--- src/shared/asw_pkg.sv ---
package asw_pkg;
    localparam logic [7:0] ADDR_CONFIG = 8'hBC;
    localparam logic [7:0] ADDR_RESULT = 8'hBE;
    localparam logic [7:0] ADDR_UPPER = 8'hC4;
    localparam logic [7:0] ADDR_LOWER = 8'hC6;
    localparam logic [7:0] ADDR_CONTROL = 8'hE8;
    localparam logic [7:0] RESET_CONFIG = 8'hF8;
    localparam logic [7:0] RESET_RESULT = 8'h00;
    localparam logic [7:0] RESET_UPPER = 8'hFF;
    localparam logic [7:0] RESET_LOWER = 8'h00;
    localparam logic [7:0] RESET_CONTROL = 8'h00;
    localparam int CFG_DIV_LSB = 3;
    localparam int CFG_UNUSED = 2;
    localparam int CTL_ENABLE = 7;
    localparam int CTL_TRACK = 6;
    localparam int CTL_DONE = 5;
    localparam int CTL_BUSY = 4;
    localparam int CTL_SRC_LSB = 1;
    localparam int CTL_WIN = 0;
    localparam logic [2:0] SRC_SOFTWARE = 3'h0;
    localparam logic [2:0] SRC_TIMER3 = 3'h1;
    localparam logic [2:0] SRC_PIN = 3'h2;
    localparam logic [2:0] SRC_TIMER2 = 3'h3;
    localparam logic [3:0] TRACK_SAR_CLOCKS = 4'h3;
    localparam logic [3:0] CONVERT_SAR_CLOCKS = 4'h8;
    typedef enum logic [1:0] {
        ST_IDLE = 2'b00,
        ST_TRACK = 2'b01,
        ST_CONVERT = 2'b10
    } asw_state_t;
endpackage

--- src/shared/asw_sar_if.sv ---
`timescale 1ns/1ps
interface asw_sar_if;
    logic [4:0] divider;
    logic run;
    logic tick;
    modport ctrl (output divider, output run, input tick);
    modport gen (input divider, input run, output tick);
endinterface

--- src/rtl/asw_sar_divider.sv ---
`timescale 1ns/1ps
module asw_sar_divider (
    input wire ref_clk,
    input wire reset_n,
    asw_sar_if.gen sar
);
    logic [4:0] count;

    // restart on each run so sar periods align to the trigger
    always_ff @(posedge ref_clk or negedge reset_n) begin
        if (!reset_n) begin
            count <= 5'h00;
            sar.tick <= 1'b0;
        end else if (!sar.run) begin
            count <= 5'h00;
            sar.tick <= 1'b0;
        end else if (count >= sar.divider) begin
            count <= 5'h00;
            sar.tick <= 1'b1; // RULE1
        end else begin
            count <= count + 5'h01;
            sar.tick <= 1'b0;
        end
    end

    chk_tick_period: assert property (@(posedge ref_clk) disable iff (!reset_n) // RULE1
        (sar.tick && sar.run && $stable(sar.divider) && sar.divider == 5'h01) |=> !sar.tick)
        else $error("sar tick too frequent");
endmodule

--- src/rtl/asw_converter.sv ---
`timescale 1ns/1ps
// Function
// RULE1: sar clock is system clock divided by divider field plus one
// RULE2: software keeps sar clock at or below 6 MHz
// RULE3: two-bit gain field selects 0.5, 1, 2 or 4
// RULE4: config bit 2 reads zero, writes ignored
// RULE5: enable clear holds converter in shutdown, set allows conversions
// RULE6: normal mode tracks continuously except during conversion
// RULE7: done flag set on busy falling edge, held until software clears
// RULE8: busy reads one only while a conversion runs
// RULE9: writing one to busy starts conversion only with source 000
// RULE10: source 001 timer three, 010 pin rising edge, 011 timer two
// RULE11: source 1xx starts on companion busy write of one
// RULE12: low-power mode tracks three sar clocks after trigger, then converts
// RULE13: low-power pin mode tracks while pin low, converts on rising edge
// RULE14: window flag set on match, held until software clears
// RULE15: every result compared against both limits automatically
// RULE16: inside window when lower limit value exceeds upper limit value
// RULE17: outside window match otherwise
// RULE18: single-ended compare is unsigned
// RULE19: differential compare is two's complement signed
// RULE20: conversion takes at least eight sar clocks after tracking
// RULE21: window compare evaluated with new result when done flag sets
module asw_converter (
    input wire ref_clk,
    input wire reset_n,
    input wire [7:0] sfr_addr,
    input wire [7:0] sfr_wdata,
    input wire sfr_write,
    input wire sfr_read,
    input wire timer3_overflow,
    input wire timer2_overflow,
    input wire external_start_pin,
    input wire companion_busy_write,
    input wire differential_mode,
    input wire [7:0] conversion_code,
    output logic [7:0] sfr_rdata,
    output logic [1:0] pga_gain_select,
    output logic converter_enable,
    output logic track_active,
    output logic sample_strobe
);
    ///////////////////////////////////////////////////////////////////////
    logic [4:0] sar_clock_divider;
    logic [7:0] sample_result;
    logic [7:0] window_upper_limit;
    logic [7:0] window_lower_limit;
    logic low_power_track_select;
    logic conversion_done_flag;
    logic conversion_busy_bit;
    logic [2:0] start_source_select;
    logic window_match_flag;
    logic pin_prev;
    logic [3:0] sar_count;
    asw_pkg::asw_state_t state;
    asw_pkg::asw_state_t next_state;
    logic trigger;
    logic finish;
    logic match;
    logic wr_config;
    logic wr_result;
    logic wr_upper;
    logic wr_lower;
    logic wr_control;

    asw_sar_if sar ();

    asw_sar_divider u_div (
        .ref_clk(ref_clk),
        .reset_n(reset_n),
        .sar(sar)
    );

    assign sar.divider = sar_clock_divider;
    assign sar.run = (state != asw_pkg::ST_IDLE);

    assign wr_config = sfr_write && (sfr_addr == asw_pkg::ADDR_CONFIG);
    assign wr_result = sfr_write && (sfr_addr == asw_pkg::ADDR_RESULT);
    assign wr_upper = sfr_write && (sfr_addr == asw_pkg::ADDR_UPPER);
    assign wr_lower = sfr_write && (sfr_addr == asw_pkg::ADDR_LOWER);
    assign wr_control = sfr_write && (sfr_addr == asw_pkg::ADDR_CONTROL);

    // signed compare is just unsigned compare with the sign bits flipped
    function automatic logic greater(input logic [7:0] a, input logic [7:0] b, input logic diff);
        logic [7:0] ax;
        logic [7:0] bx;
        ax = diff ? {~a[7], a[6:0]} : a;
        bx = diff ? {~b[7], b[6:0]} : b;
        return ax > bx;
    endfunction

    ///////////////////////////////////////////////////////////////////////
    // trigger selection
    always_comb begin
        trigger = 1'b0;
        if (converter_enable && state == asw_pkg::ST_IDLE) begin // RULE5
            if (start_source_select[2]) begin
                trigger = companion_busy_write; // RULE11
            end else begin
                case (start_source_select)
                    asw_pkg::SRC_SOFTWARE: trigger = wr_control && sfr_wdata[asw_pkg::CTL_BUSY]; // RULE9
                    asw_pkg::SRC_TIMER3: trigger = timer3_overflow; // RULE10
                    asw_pkg::SRC_PIN: trigger = external_start_pin && !pin_prev; // RULE10 RULE13
                    asw_pkg::SRC_TIMER2: trigger = timer2_overflow; // RULE10
                    default: trigger = 1'b0;
                endcase
            end
        end
    end

    // pin mode in low power already tracked while pin was low
    always_comb begin
        next_state = state;
        case (state)
            asw_pkg::ST_IDLE: begin
                if (trigger) begin
                    if (low_power_track_select && start_source_select != asw_pkg::SRC_PIN) begin
                        next_state = asw_pkg::ST_TRACK; // RULE12
                    end else begin
                        next_state = asw_pkg::ST_CONVERT;
                    end
                end
            end
            asw_pkg::ST_TRACK: begin
                if (sar.tick && sar_count == asw_pkg::TRACK_SAR_CLOCKS - 4'h1) begin
                    next_state = asw_pkg::ST_CONVERT; // RULE12
                end
            end
            asw_pkg::ST_CONVERT: begin
                if (finish) begin
                    next_state = asw_pkg::ST_IDLE;
                end
            end
            default: next_state = asw_pkg::ST_IDLE;
        endcase
        if (!converter_enable) begin
            next_state = asw_pkg::ST_IDLE; // RULE5
        end
    end

    assign finish = (state == asw_pkg::ST_CONVERT) && sar.tick
        && (sar_count == asw_pkg::CONVERT_SAR_CLOCKS - 4'h1); // RULE20

    // compare against the fresh code, not the old stored word
    always_comb begin
        if (greater(window_lower_limit, window_upper_limit, differential_mode)) begin
            match = greater(conversion_code, window_upper_limit, differential_mode)
                && greater(window_lower_limit, conversion_code, differential_mode); // RULE16 RULE18 RULE19
        end else begin
            // outside: below the less-than limit or above the greater-than limit
            match = greater(window_lower_limit, conversion_code, differential_mode)
                || greater(conversion_code, window_upper_limit, differential_mode); // RULE17 RULE18 RULE19
        end
    end

    ///////////////////////////////////////////////////////////////////////
    always_ff @(posedge ref_clk or negedge reset_n) begin
        if (!reset_n) begin
            state <= asw_pkg::ST_IDLE;
        end else begin
            state <= next_state;
        end
    end

    always_ff @(posedge ref_clk or negedge reset_n) begin
        if (!reset_n) begin
            sar_count <= 4'h0;
        end else if (next_state != state) begin
            sar_count <= 4'h0;
        end else if (sar.tick) begin
            sar_count <= sar_count + 4'h1;
        end
    end

    always_ff @(posedge ref_clk or negedge reset_n) begin
        if (!reset_n) begin
            pin_prev <= 1'b1;
        end else begin
            pin_prev <= external_start_pin;
        end
    end

    always_ff @(posedge ref_clk or negedge reset_n) begin
        if (!reset_n) begin
            conversion_busy_bit <= 1'b0;
        end else begin
            conversion_busy_bit <= (next_state != asw_pkg::ST_IDLE); // RULE8
        end
    end

    always_ff @(posedge ref_clk or negedge reset_n) begin
        if (!reset_n) begin
            sar_clock_divider <= asw_pkg::RESET_CONFIG[7:asw_pkg::CFG_DIV_LSB];
            pga_gain_select <= asw_pkg::RESET_CONFIG[1:0];
        end else if (wr_config) begin
            sar_clock_divider <= sfr_wdata[7:asw_pkg::CFG_DIV_LSB]; // RULE1
            pga_gain_select <= sfr_wdata[1:0]; // RULE3 RULE4
        end
    end

    always_ff @(posedge ref_clk or negedge reset_n) begin
        if (!reset_n) begin
            window_upper_limit <= asw_pkg::RESET_UPPER;
            window_lower_limit <= asw_pkg::RESET_LOWER;
        end else begin
            if (wr_upper) begin
                window_upper_limit <= sfr_wdata;
            end
            if (wr_lower) begin
                window_lower_limit <= sfr_wdata;
            end
        end
    end

    always_ff @(posedge ref_clk or negedge reset_n) begin
        if (!reset_n) begin
            sample_result <= asw_pkg::RESET_RESULT;
        end else if (finish) begin
            sample_result <= conversion_code; // RULE15
        end else if (wr_result) begin
            sample_result <= sfr_wdata;
        end
    end

    always_ff @(posedge ref_clk or negedge reset_n) begin
        if (!reset_n) begin
            converter_enable <= asw_pkg::RESET_CONTROL[asw_pkg::CTL_ENABLE];
            low_power_track_select <= asw_pkg::RESET_CONTROL[asw_pkg::CTL_TRACK];
            start_source_select <= asw_pkg::RESET_CONTROL[3:1];
        end else if (wr_control) begin
            converter_enable <= sfr_wdata[asw_pkg::CTL_ENABLE]; // RULE5
            low_power_track_select <= sfr_wdata[asw_pkg::CTL_TRACK];
            start_source_select <= sfr_wdata[3:asw_pkg::CTL_SRC_LSB];
        end
    end

    // set wins over a simultaneous software clear
    always_ff @(posedge ref_clk or negedge reset_n) begin
        if (!reset_n) begin
            conversion_done_flag <= asw_pkg::RESET_CONTROL[asw_pkg::CTL_DONE];
            window_match_flag <= asw_pkg::RESET_CONTROL[asw_pkg::CTL_WIN];
        end else begin
            if (finish) begin
                conversion_done_flag <= 1'b1; // RULE7
            end else if (wr_control) begin
                conversion_done_flag <= sfr_wdata[asw_pkg::CTL_DONE];
            end
            if (finish && match) begin
                window_match_flag <= 1'b1; // RULE14 RULE21
            end else if (wr_control) begin
                window_match_flag <= sfr_wdata[asw_pkg::CTL_WIN];
            end
        end
    end

    ///////////////////////////////////////////////////////////////////////
    always_ff @(posedge ref_clk or negedge reset_n) begin
        if (!reset_n) begin
            track_active <= 1'b0;
            sample_strobe <= 1'b0;
        end else begin
            if (!converter_enable) begin
                track_active <= 1'b0;
            end else if (next_state == asw_pkg::ST_CONVERT) begin
                track_active <= 1'b0; // RULE6
            end else if (low_power_track_select) begin
                track_active <= (start_source_select == asw_pkg::SRC_PIN) ? !external_start_pin
                    : (next_state == asw_pkg::ST_TRACK); // RULE12 RULE13
            end else begin
                track_active <= 1'b1; // RULE6
            end
            sample_strobe <= finish;
        end
    end

    always_ff @(posedge ref_clk or negedge reset_n) begin
        if (!reset_n) begin
            sfr_rdata <= 8'h00;
        end else if (sfr_read) begin
            case (sfr_addr)
                asw_pkg::ADDR_CONFIG: sfr_rdata <= {sar_clock_divider, 1'b0, pga_gain_select}; // RULE4
                asw_pkg::ADDR_RESULT: sfr_rdata <= sample_result;
                asw_pkg::ADDR_UPPER: sfr_rdata <= window_upper_limit;
                asw_pkg::ADDR_LOWER: sfr_rdata <= window_lower_limit;
                asw_pkg::ADDR_CONTROL: sfr_rdata <= {converter_enable, low_power_track_select,
                    conversion_done_flag, conversion_busy_bit, start_source_select, window_match_flag};
                default: sfr_rdata <= 8'h00;
            endcase
        end
    end

    ///////////////////////////////////////////////////////////////////////
    chk_done_on_fall: assert property (@(posedge ref_clk) disable iff (!reset_n) // RULE7
        $fell(conversion_busy_bit) && converter_enable |-> conversion_done_flag)
        else $error("done flag not set on busy fall");

    chk_busy_follows_state: assert property (@(posedge ref_clk) disable iff (!reset_n) // RULE8
        (state != asw_pkg::ST_IDLE) |-> conversion_busy_bit)
        else $error("busy low during conversion");

    chk_shutdown_idle: assert property (@(posedge ref_clk) disable iff (!reset_n) // RULE5
        !converter_enable |=> state == asw_pkg::ST_IDLE)
        else $error("conversion while disabled");

    chk_sw_start_gate: assert property (@(posedge ref_clk) disable iff (!reset_n) // RULE9
        (state == asw_pkg::ST_IDLE && wr_control && sfr_wdata[asw_pkg::CTL_BUSY]
        && start_source_select == asw_pkg::SRC_TIMER3 && !timer3_overflow) |=> state == asw_pkg::ST_IDLE)
        else $error("software start with wrong source");

    // a fast divider already ticks in the first cycle after tracking
    chk_convert_length: assert property (@(posedge ref_clk) disable iff (!reset_n) // RULE20
        $rose(state == asw_pkg::ST_CONVERT) |-> !finish [*7])
        else $error("conversion ended too early");

    chk_track_then_convert: assert property (@(posedge ref_clk) disable iff (!reset_n) // RULE12
        $rose(state == asw_pkg::ST_TRACK) |-> (state == asw_pkg::ST_TRACK || !converter_enable) [*4])
        else $error("track shorter than three sar clocks");

    chk_window_sets: assert property (@(posedge ref_clk) disable iff (!reset_n) // RULE14 RULE21
        finish && match |=> window_match_flag && sample_result == $past(conversion_code))
        else $error("window flag or result missing");

    chk_config_bit2: assert property (@(posedge ref_clk) disable iff (!reset_n) // RULE4
        sfr_read && sfr_addr == asw_pkg::ADDR_CONFIG |=> !sfr_rdata[asw_pkg::CFG_UNUSED])
        else $error("config bit 2 not zero");
endmodule

--- config.mk ---
export PLATFORM = sky130hd
export DESIGN_NAME = asw_converter
export DESIGN_NICKNAME = d
export VERILOG_FILES = /design/src/shared/asw_pkg.sv /design/src/shared/asw_sar_if.sv /design/src/rtl/asw_sar_divider.sv /design/src/rtl/asw_converter.sv
export SDC_FILE = /design/constraint.sdc
export NUM_CORES = 1
export LEC_CHECK = 0
export ABC_CLOCK_PERIOD_IN_PS = 2630
export BUFFER_PORTS_ARGS = -buffer_cell sky130_fd_sc_hd__clkbuf_2
export CELL_PAD_IN_SITES_DETAIL_PLACEMENT = 1
export CELL_PAD_IN_SITES_GLOBAL_PLACEMENT = 2
export CORE_ASPECT_RATIO = 0.75
export CORE_MARGIN = 10
export CORE_UTILIZATION = 37
export DETAILED_ROUTE_END_ITERATION = 16
export PLACE_DENSITY_LB_ADDON = 0.3
export SLEW_MARGIN = 20
export SYNTH_ARGS = -nofsm -noshare
export SYNTH_HDL_FRONTEND = slang
export SYNTH_SLANG_ARGS = --single-unit
--- constraint.sdc ---
create_clock -name ref_clk -period 2.63 [get_ports ref_clk]
set_clock_uncertainty 0.2 [all_clocks]
set_input_delay 0.1315 -clock ref_clk [delete_from_list [all_inputs] [get_ports ref_clk]]
set_output_delay 0.1315 -clock ref_clk [all_outputs]
set_load 0.05 [all_outputs]
==> reports/metrics.cfg, run 1 <==
[status]
status=finished, final reports clean

[critical_path]
crit_fanout=5
reg2reg_depth=7
r2r_slack_ns=0.46
crit_path_frequent_cell=a21o_1
worst_r2r_endpoint=u_div.count[4]
path_cells=ha_1 > nand2b_1 > a21o_1 > a21o_1 > a21o_1 > a211o_1 > nor2_1
critPathLaunch=sar.divider[0]
required_ns=2.69
cp-end-kind=flop
critPathKind=flop to flop
critPathMaxStageDelay_ns=0.54
crit_path_end=u_div.count[4]
arrival_ns=2.23
crit_path_top_delay_cell=dfstp_2
r2r_start=sar.divider[0]
crit_path_start_kind=flop

[cts]
numCtsBuffers=9
cts_setup_buffers=0
cts_sinks=62
htree_num_levels=3
cts-root-buf=clkbuf_16
cts_buffer_depth=2
cts_hold_buf=18
cts_tree=done
ctsResizeCount=0
insertion_delay_ns=0.33
cts.clk_slew.worst_paths_ns=0.05

[route]
wl_per_cell_um=19.4
wl_met1_um=5200
wl_um=10900
detail-route-antenna-nets=0
top_layer=met4
met3_length_um=574
viasPerCell=5.30
dr_wl_met2_um=4990
dr.pass1.iters=4
drt_iter0_drc=164
vias=2969
drc=0

[global_routing]
grt_pass1_vias=3266
grt_overflow=0
globalRouteTotalUtil_pct=15.8
grt_max_degree=40
antenna_found_initial=0
grt_pass1_wl_um=17700

[synthesis]
synth_cell_type_count=53
yosysTopAreaCell=dfrtp_1
netlist_instances=355
ys_seq_area_share_pct=43.3
synth-edff-count=0
synth_top_area_share_pct=33.2
ys_warn_count=0
synth_seq_cells=62
syn_area_per_cell_um2=10.2
synthArstFlopShare_pct=100
synth_common_cells=dfrtp_1, nor2_1, ha_1
synth_flop_cell=dfrtp_1
synthesis.nets=419
synth_area_leaders=dfrtp_1, ha_1, dfstp_2
yosysMostFrequentCell=dfrtp_1
netlist_area_mm2=0.00362

[timing]
setup_viol=0
hold_ws_ns=0.0161
grt_setup_unrepaired=false
finalCriticalPeriod_ns=2.17
finalHoldViolCount=0
layout_setup_ws_ns=0.460
worst_slew_pin_slew_ns=0.631
slew-limit-headroom_pct=57.9
fin_setup_tns_ns=0
period_share_pct=82.5
drv_slew=0
timing.fmax_mhz=461

[floorplan]
dieArea_mm2=0.0142
rows=31
initial_core_util_pct=37.6
io_pins=46
coreArea_mm2=0.00962
fp.dieW_um=134
die_y_um=106

[cells_and_area]
area_growth_pct=24.4
layout.cells.non_filler=560
nNetsFinal=487
antenna_cells=0
drive_gt1_share_pct=25.9
fillers=1103

[worst_hold_path]
min_path_type=input pin to flop

[pwr]
p_per_area_mw_per_mm2=592
power.total_mw=2.67
vdd_drop_max_mv=0.338
p_leak_nw=2.11

[placed_design]
place_ws_ns=0.431
hpwlAfterDp_um=8250
port_buffers=45
gp_congestion=0.793
dp.cells=526

[flow_run]
drv_cap=0

[worst min path at each step]
stage | from | to | slack (ns) | depth (start not counted)
after floorplan | reset_n | conversion_busy_bit | -0.36 | 0
after global placement | reset_n | window_lower_limit[0] | -0.02 | 1
after detailed placement | reset_n | window_lower_limit[0] | -0.02 | 1
after CTS | sfr_read | sfr_rdata[4] | 0.004 | 2
after global routing | sfr_read | sfr_rdata[4] | 0.04 | 2
final | sfr_read | sfr_rdata[4] | 0.02 | 2
[cells by family (layout without fill, tap and decap cells)]
kind of cell | Yosys count | after routing | synth area share (%)
AOI/OAI and AO/OA | 75 | 75 | 13.5
muxes | 37 | 37 | 11.1
and+or+nand+nor | 102 | 102 | 14.2
DFF | 62 | 62 | 43.3
buffers and inverters | 37 | 110 | 4.39
adders and majority gates | 32 | 32 | 11.0
xor gates and xnor gates | 10 | 10 | 2.42
[flip-flops by register name, summed over array words and instances (netlist names), 2 cells and up]
register             cells
window_upper_limit       8
state                    2
u_div.count              5
pga_gain_select          2
window_lower_limit       8
sample_result            8
sfr_rdata                8
sar_count                4
sar.divider              5
start_source_select      3
[stage by stage]
step           utilization (%)  area, um2
2_1_floorplan                -       3620
3_3_place_gp              41.7       4010
3_5_place_dp              41.7       4010
4_1_cts                   46.8       4510
5_1_grt                   46.8       4510
6_report                  46.8       4510
[critical path, delay by kind of cell, from the launching register on]
kind / cells / cell delay (ns)
AOI/OAI and AO/OA: 4 / 0.88
DFF: 1 / 0.54
and+or+nand+nor: 2 / 0.27
adders and majority gates: 1 / 0.22
[area by class of cell]
cell class                      instances  area (um2)  share of cell area (%)
Timing Repair Buffer                   67         448                    9.94
Tap cell                              132         165                    3.67
Clock buffer                           12         246                    5.47
Clock inverter                          4        70.1                    1.56
Multi-Input combinational cell        256        1910                    42.3
Inverter                               27         101                    2.25
Sequential cell                        62        1570                    34.8
[cells in the final DEF (no fill, tap or decap), types with 4 or more instances in the layout]
| cell type | n |
|---|---|
| a22oi_1 | 4 |
| mux2i_1 | 12 |
| inv_1 | 27 |
| mux2_2 | 24 |
| nand3_1 | 9 |
| dlygate4sd3_1 | 18 |
| nand2_1 | 20 |
| xnor2_1 | 4 |
| a21o_1 | 4 |
| xor2_1 | 6 |
| a222oi_1 | 7 |
| dfstp_2 | 14 |
| dfrtp_1 | 48 |
| nand4_1 | 8 |
| nor2b_1 | 6 |
| a21oi_1 | 29 |
| clkbuf_16 | 9 |
| nor2_1 | 33 |
| clkbuf_2 | 45 |
| o21ai_0 | 9 |
| nand2b_1 | 6 |
| a31oi_1 | 4 |
| ha_1 | 31 |
[power by group]
part / internal [mW] / leakage [nW] / switching, mW
Combinational: 0.142 / 1.16 / 0.213
Clock: 0.852 / 0.157 / 0.409
Sequential: 1.01 / 0.794 / 0.0385
Total: 2.00 / 2.11 / 0.661
[layer usage]
metal	global-route usage, %	vias to the layer above
li1	-	1417
met2	24.5	56
met1	20.5	1483
met3	4.98	13
met5	0	-
met4	4.88	0
Power figures use the tool's default switching activity.
==> run 2: changes to the inputs <==
--- a/config.mk
+++ b/config.mk
@@ -5,13 +5,13 @@
 export SDC_FILE = /design/constraint.sdc
 export NUM_CORES = 1
 export LEC_CHECK = 0
-export ABC_CLOCK_PERIOD_IN_PS = 2630
+export ABC_CLOCK_PERIOD_IN_PS = 1900
 export BUFFER_PORTS_ARGS = -buffer_cell sky130_fd_sc_hd__clkbuf_2
 export CELL_PAD_IN_SITES_DETAIL_PLACEMENT = 1
 export CELL_PAD_IN_SITES_GLOBAL_PLACEMENT = 2
 export CORE_ASPECT_RATIO = 0.75
 export CORE_MARGIN = 10
-export CORE_UTILIZATION = 37
+export CORE_UTILIZATION = 34
 export DETAILED_ROUTE_END_ITERATION = 16
 export PLACE_DENSITY_LB_ADDON = 0.3
 export SLEW_MARGIN = 20
==> constraint.sdc (replaced) <==
create_clock -name ref_clk -period 1.9 [get_ports ref_clk]
set_clock_uncertainty 0.2 [all_clocks]
set_input_delay 0.095 -clock ref_clk [delete_from_list [all_inputs] [get_ports ref_clk]]
set_output_delay 0.095 -clock ref_clk [all_outputs]
set_load 0.05 [all_outputs]
==> reports/metrics.cfg, run 2 (synthesis gave the netlist of run 1 again) <==
[status]
status=finished, violations left
violations=negative setup slack

[cts]
cts_tree=done
cts-root-buf=clkbuf_16
insertion_delay_ns=0.33
cts_sinks=62
cts.clk_slew.worst_paths_ns=0.05
cts_buffer_depth=2
htree_num_levels=3
numCtsBuffers=9

[timing]
hold_ws_ns=0.0107
timing.fmax_mhz=489
period_share_pct=108
setup_viol=6
drv_slew=0
slew-limit-headroom_pct=67.8
finalCriticalPeriod_ns=2.04
grt_setup_unrepaired=true
fin_setup_tns_ns=-0.799
finalHoldViolCount=0
layout_setup_ws_ns=-0.144
worst_slew_pin_slew_ns=0.483

[floorplan]
io_pins=46
coreArea_mm2=0.0103
rows=32
fp.dieW_um=139
initial_core_util_pct=35.1
die_y_um=109
dieArea_mm2=0.0152

[global_routing]
grt_pass1_wl_um=17700
grt_max_degree=63
grt_overflow=0
globalRouteTotalUtil_pct=14.6
grt_pass1_vias=3280
antenna_found_initial=0

[flow_run]
drv_cap=0

[cells_and_area]
final_cell_mix=dfrtp_1, clkbuf_2, buf_4
area_growth_pct=35.8
layout_commonest_cell=dfrtp_1
drive_gt1_share_pct=36.3
layout.cells.non_filler=599
antenna_cells=0
nNetsFinal=522
fin_util_pct=47.6

[critical_path]
critPathMaxStageDelay_ns=0.55
path_cells=ha_4 > nand2b_4 > a21o_1 > a21o_1 > a21o_1 > a211o_1 > nor2_1
critPathKind=flop to flop
cp-end-kind=flop
crit_path_start_kind=flop
crit_fanout=5
r2r_slack_ns=-0.14
arrival_ns=2.10
crit_path_frequent_cell=a21o_1
crit_path_top_delay_cell=dfstp_2
required_ns=1.96

[route]
drt_iter0_drc=160
detail-route-antenna-nets=0
vias=3106
dr.pass1.iters=6
wl_per_cell_um=18.5
wl_um=11100
viasPerCell=5.19
drc=0

[placed_design]
gp_congestion=0.792
port_buffers=45
dp.cells=561
hpwlAfterDp_um=8400

[pwr]
power.total_mw=3.82
vdd_drop_max_mv=0.383
p_leak_nw=2.32
p_per_area_mw_per_mm2=777

[worst_hold_path]
min_path_type=input pin to flop

[run 2: metal layers]
metal / track usage [%] / part of all wire [%]
met1: 19.5 / 49
met2: 23.1 / 45
met3: 3.96 / 4.6
met4: 3.94 / 1.0
met5: 0 / 0
[run 2: repair_timing]
action,in CTS,in global routing
hold buffers,19,0
cloned,0,1
endpoints found under the hold margin,108,0
endpoints found under the setup margin,19,20
setup buffers,2,0
gates resized for setup,9,9
pin swaps,6,4
[run 2: worst max-delay path, delay by kind of cell, from the launching register on]
| family | cells | cell delay, ns |
|---|---|---|
| compound gates | 4 | 0.78 |
| flops | 1 | 0.55 |
| simple gates | 2 | 0.25 |
| fa+ha+maj | 1 | 0.19 |
[run 2: final timing paths]
path	startpoint	end	cells past startpoint
max	sar.divider[0]	u_div.count[1]	7
min	conversion_code[7]	sample_result[7]	4
max in group asynchronous	reset_n	sar.divider[1]	3
min in group asynchronous	reset_n	window_lower_limit[0]	3
max reg2reg	sar.divider[0]	u_div.count[1]	7
min reg2reg	conversion_done_flag	conversion_done_flag	2
[run 2: area by class of cell]
type / count / area, um2
clock buffers: 13 / 270
clock inverters: 3 / 65.1
fillers: 1174 / 5410
inverters: 27 / 101
multi-input cells: 257 / 2020
flip-flops and latches: 62 / 1570
well taps: 136 / 170
repair buffers: 101 / 718
[run 2: report_power, final]
part,internal [mW],switching (mW),total [mW]
registers,1.40,0.0505,1.45
clock network,1.25,0.571,1.82
logic,0.235,0.312,0.547
total,2.89,0.934,3.82
[run 2: stage by stage]
| step | setup slack (ns) | area, um2 |
|---|---|---|
| after global routing | -0.234 | 4920 |
| after floorplan | -0.0573 | 3650 |
| after detailed placement | -0.175 | 4290 |
| after CTS | -0.165 | 4880 |
| final | -0.144 | 4920 |
| after global placement | -0.112 | 4290 |
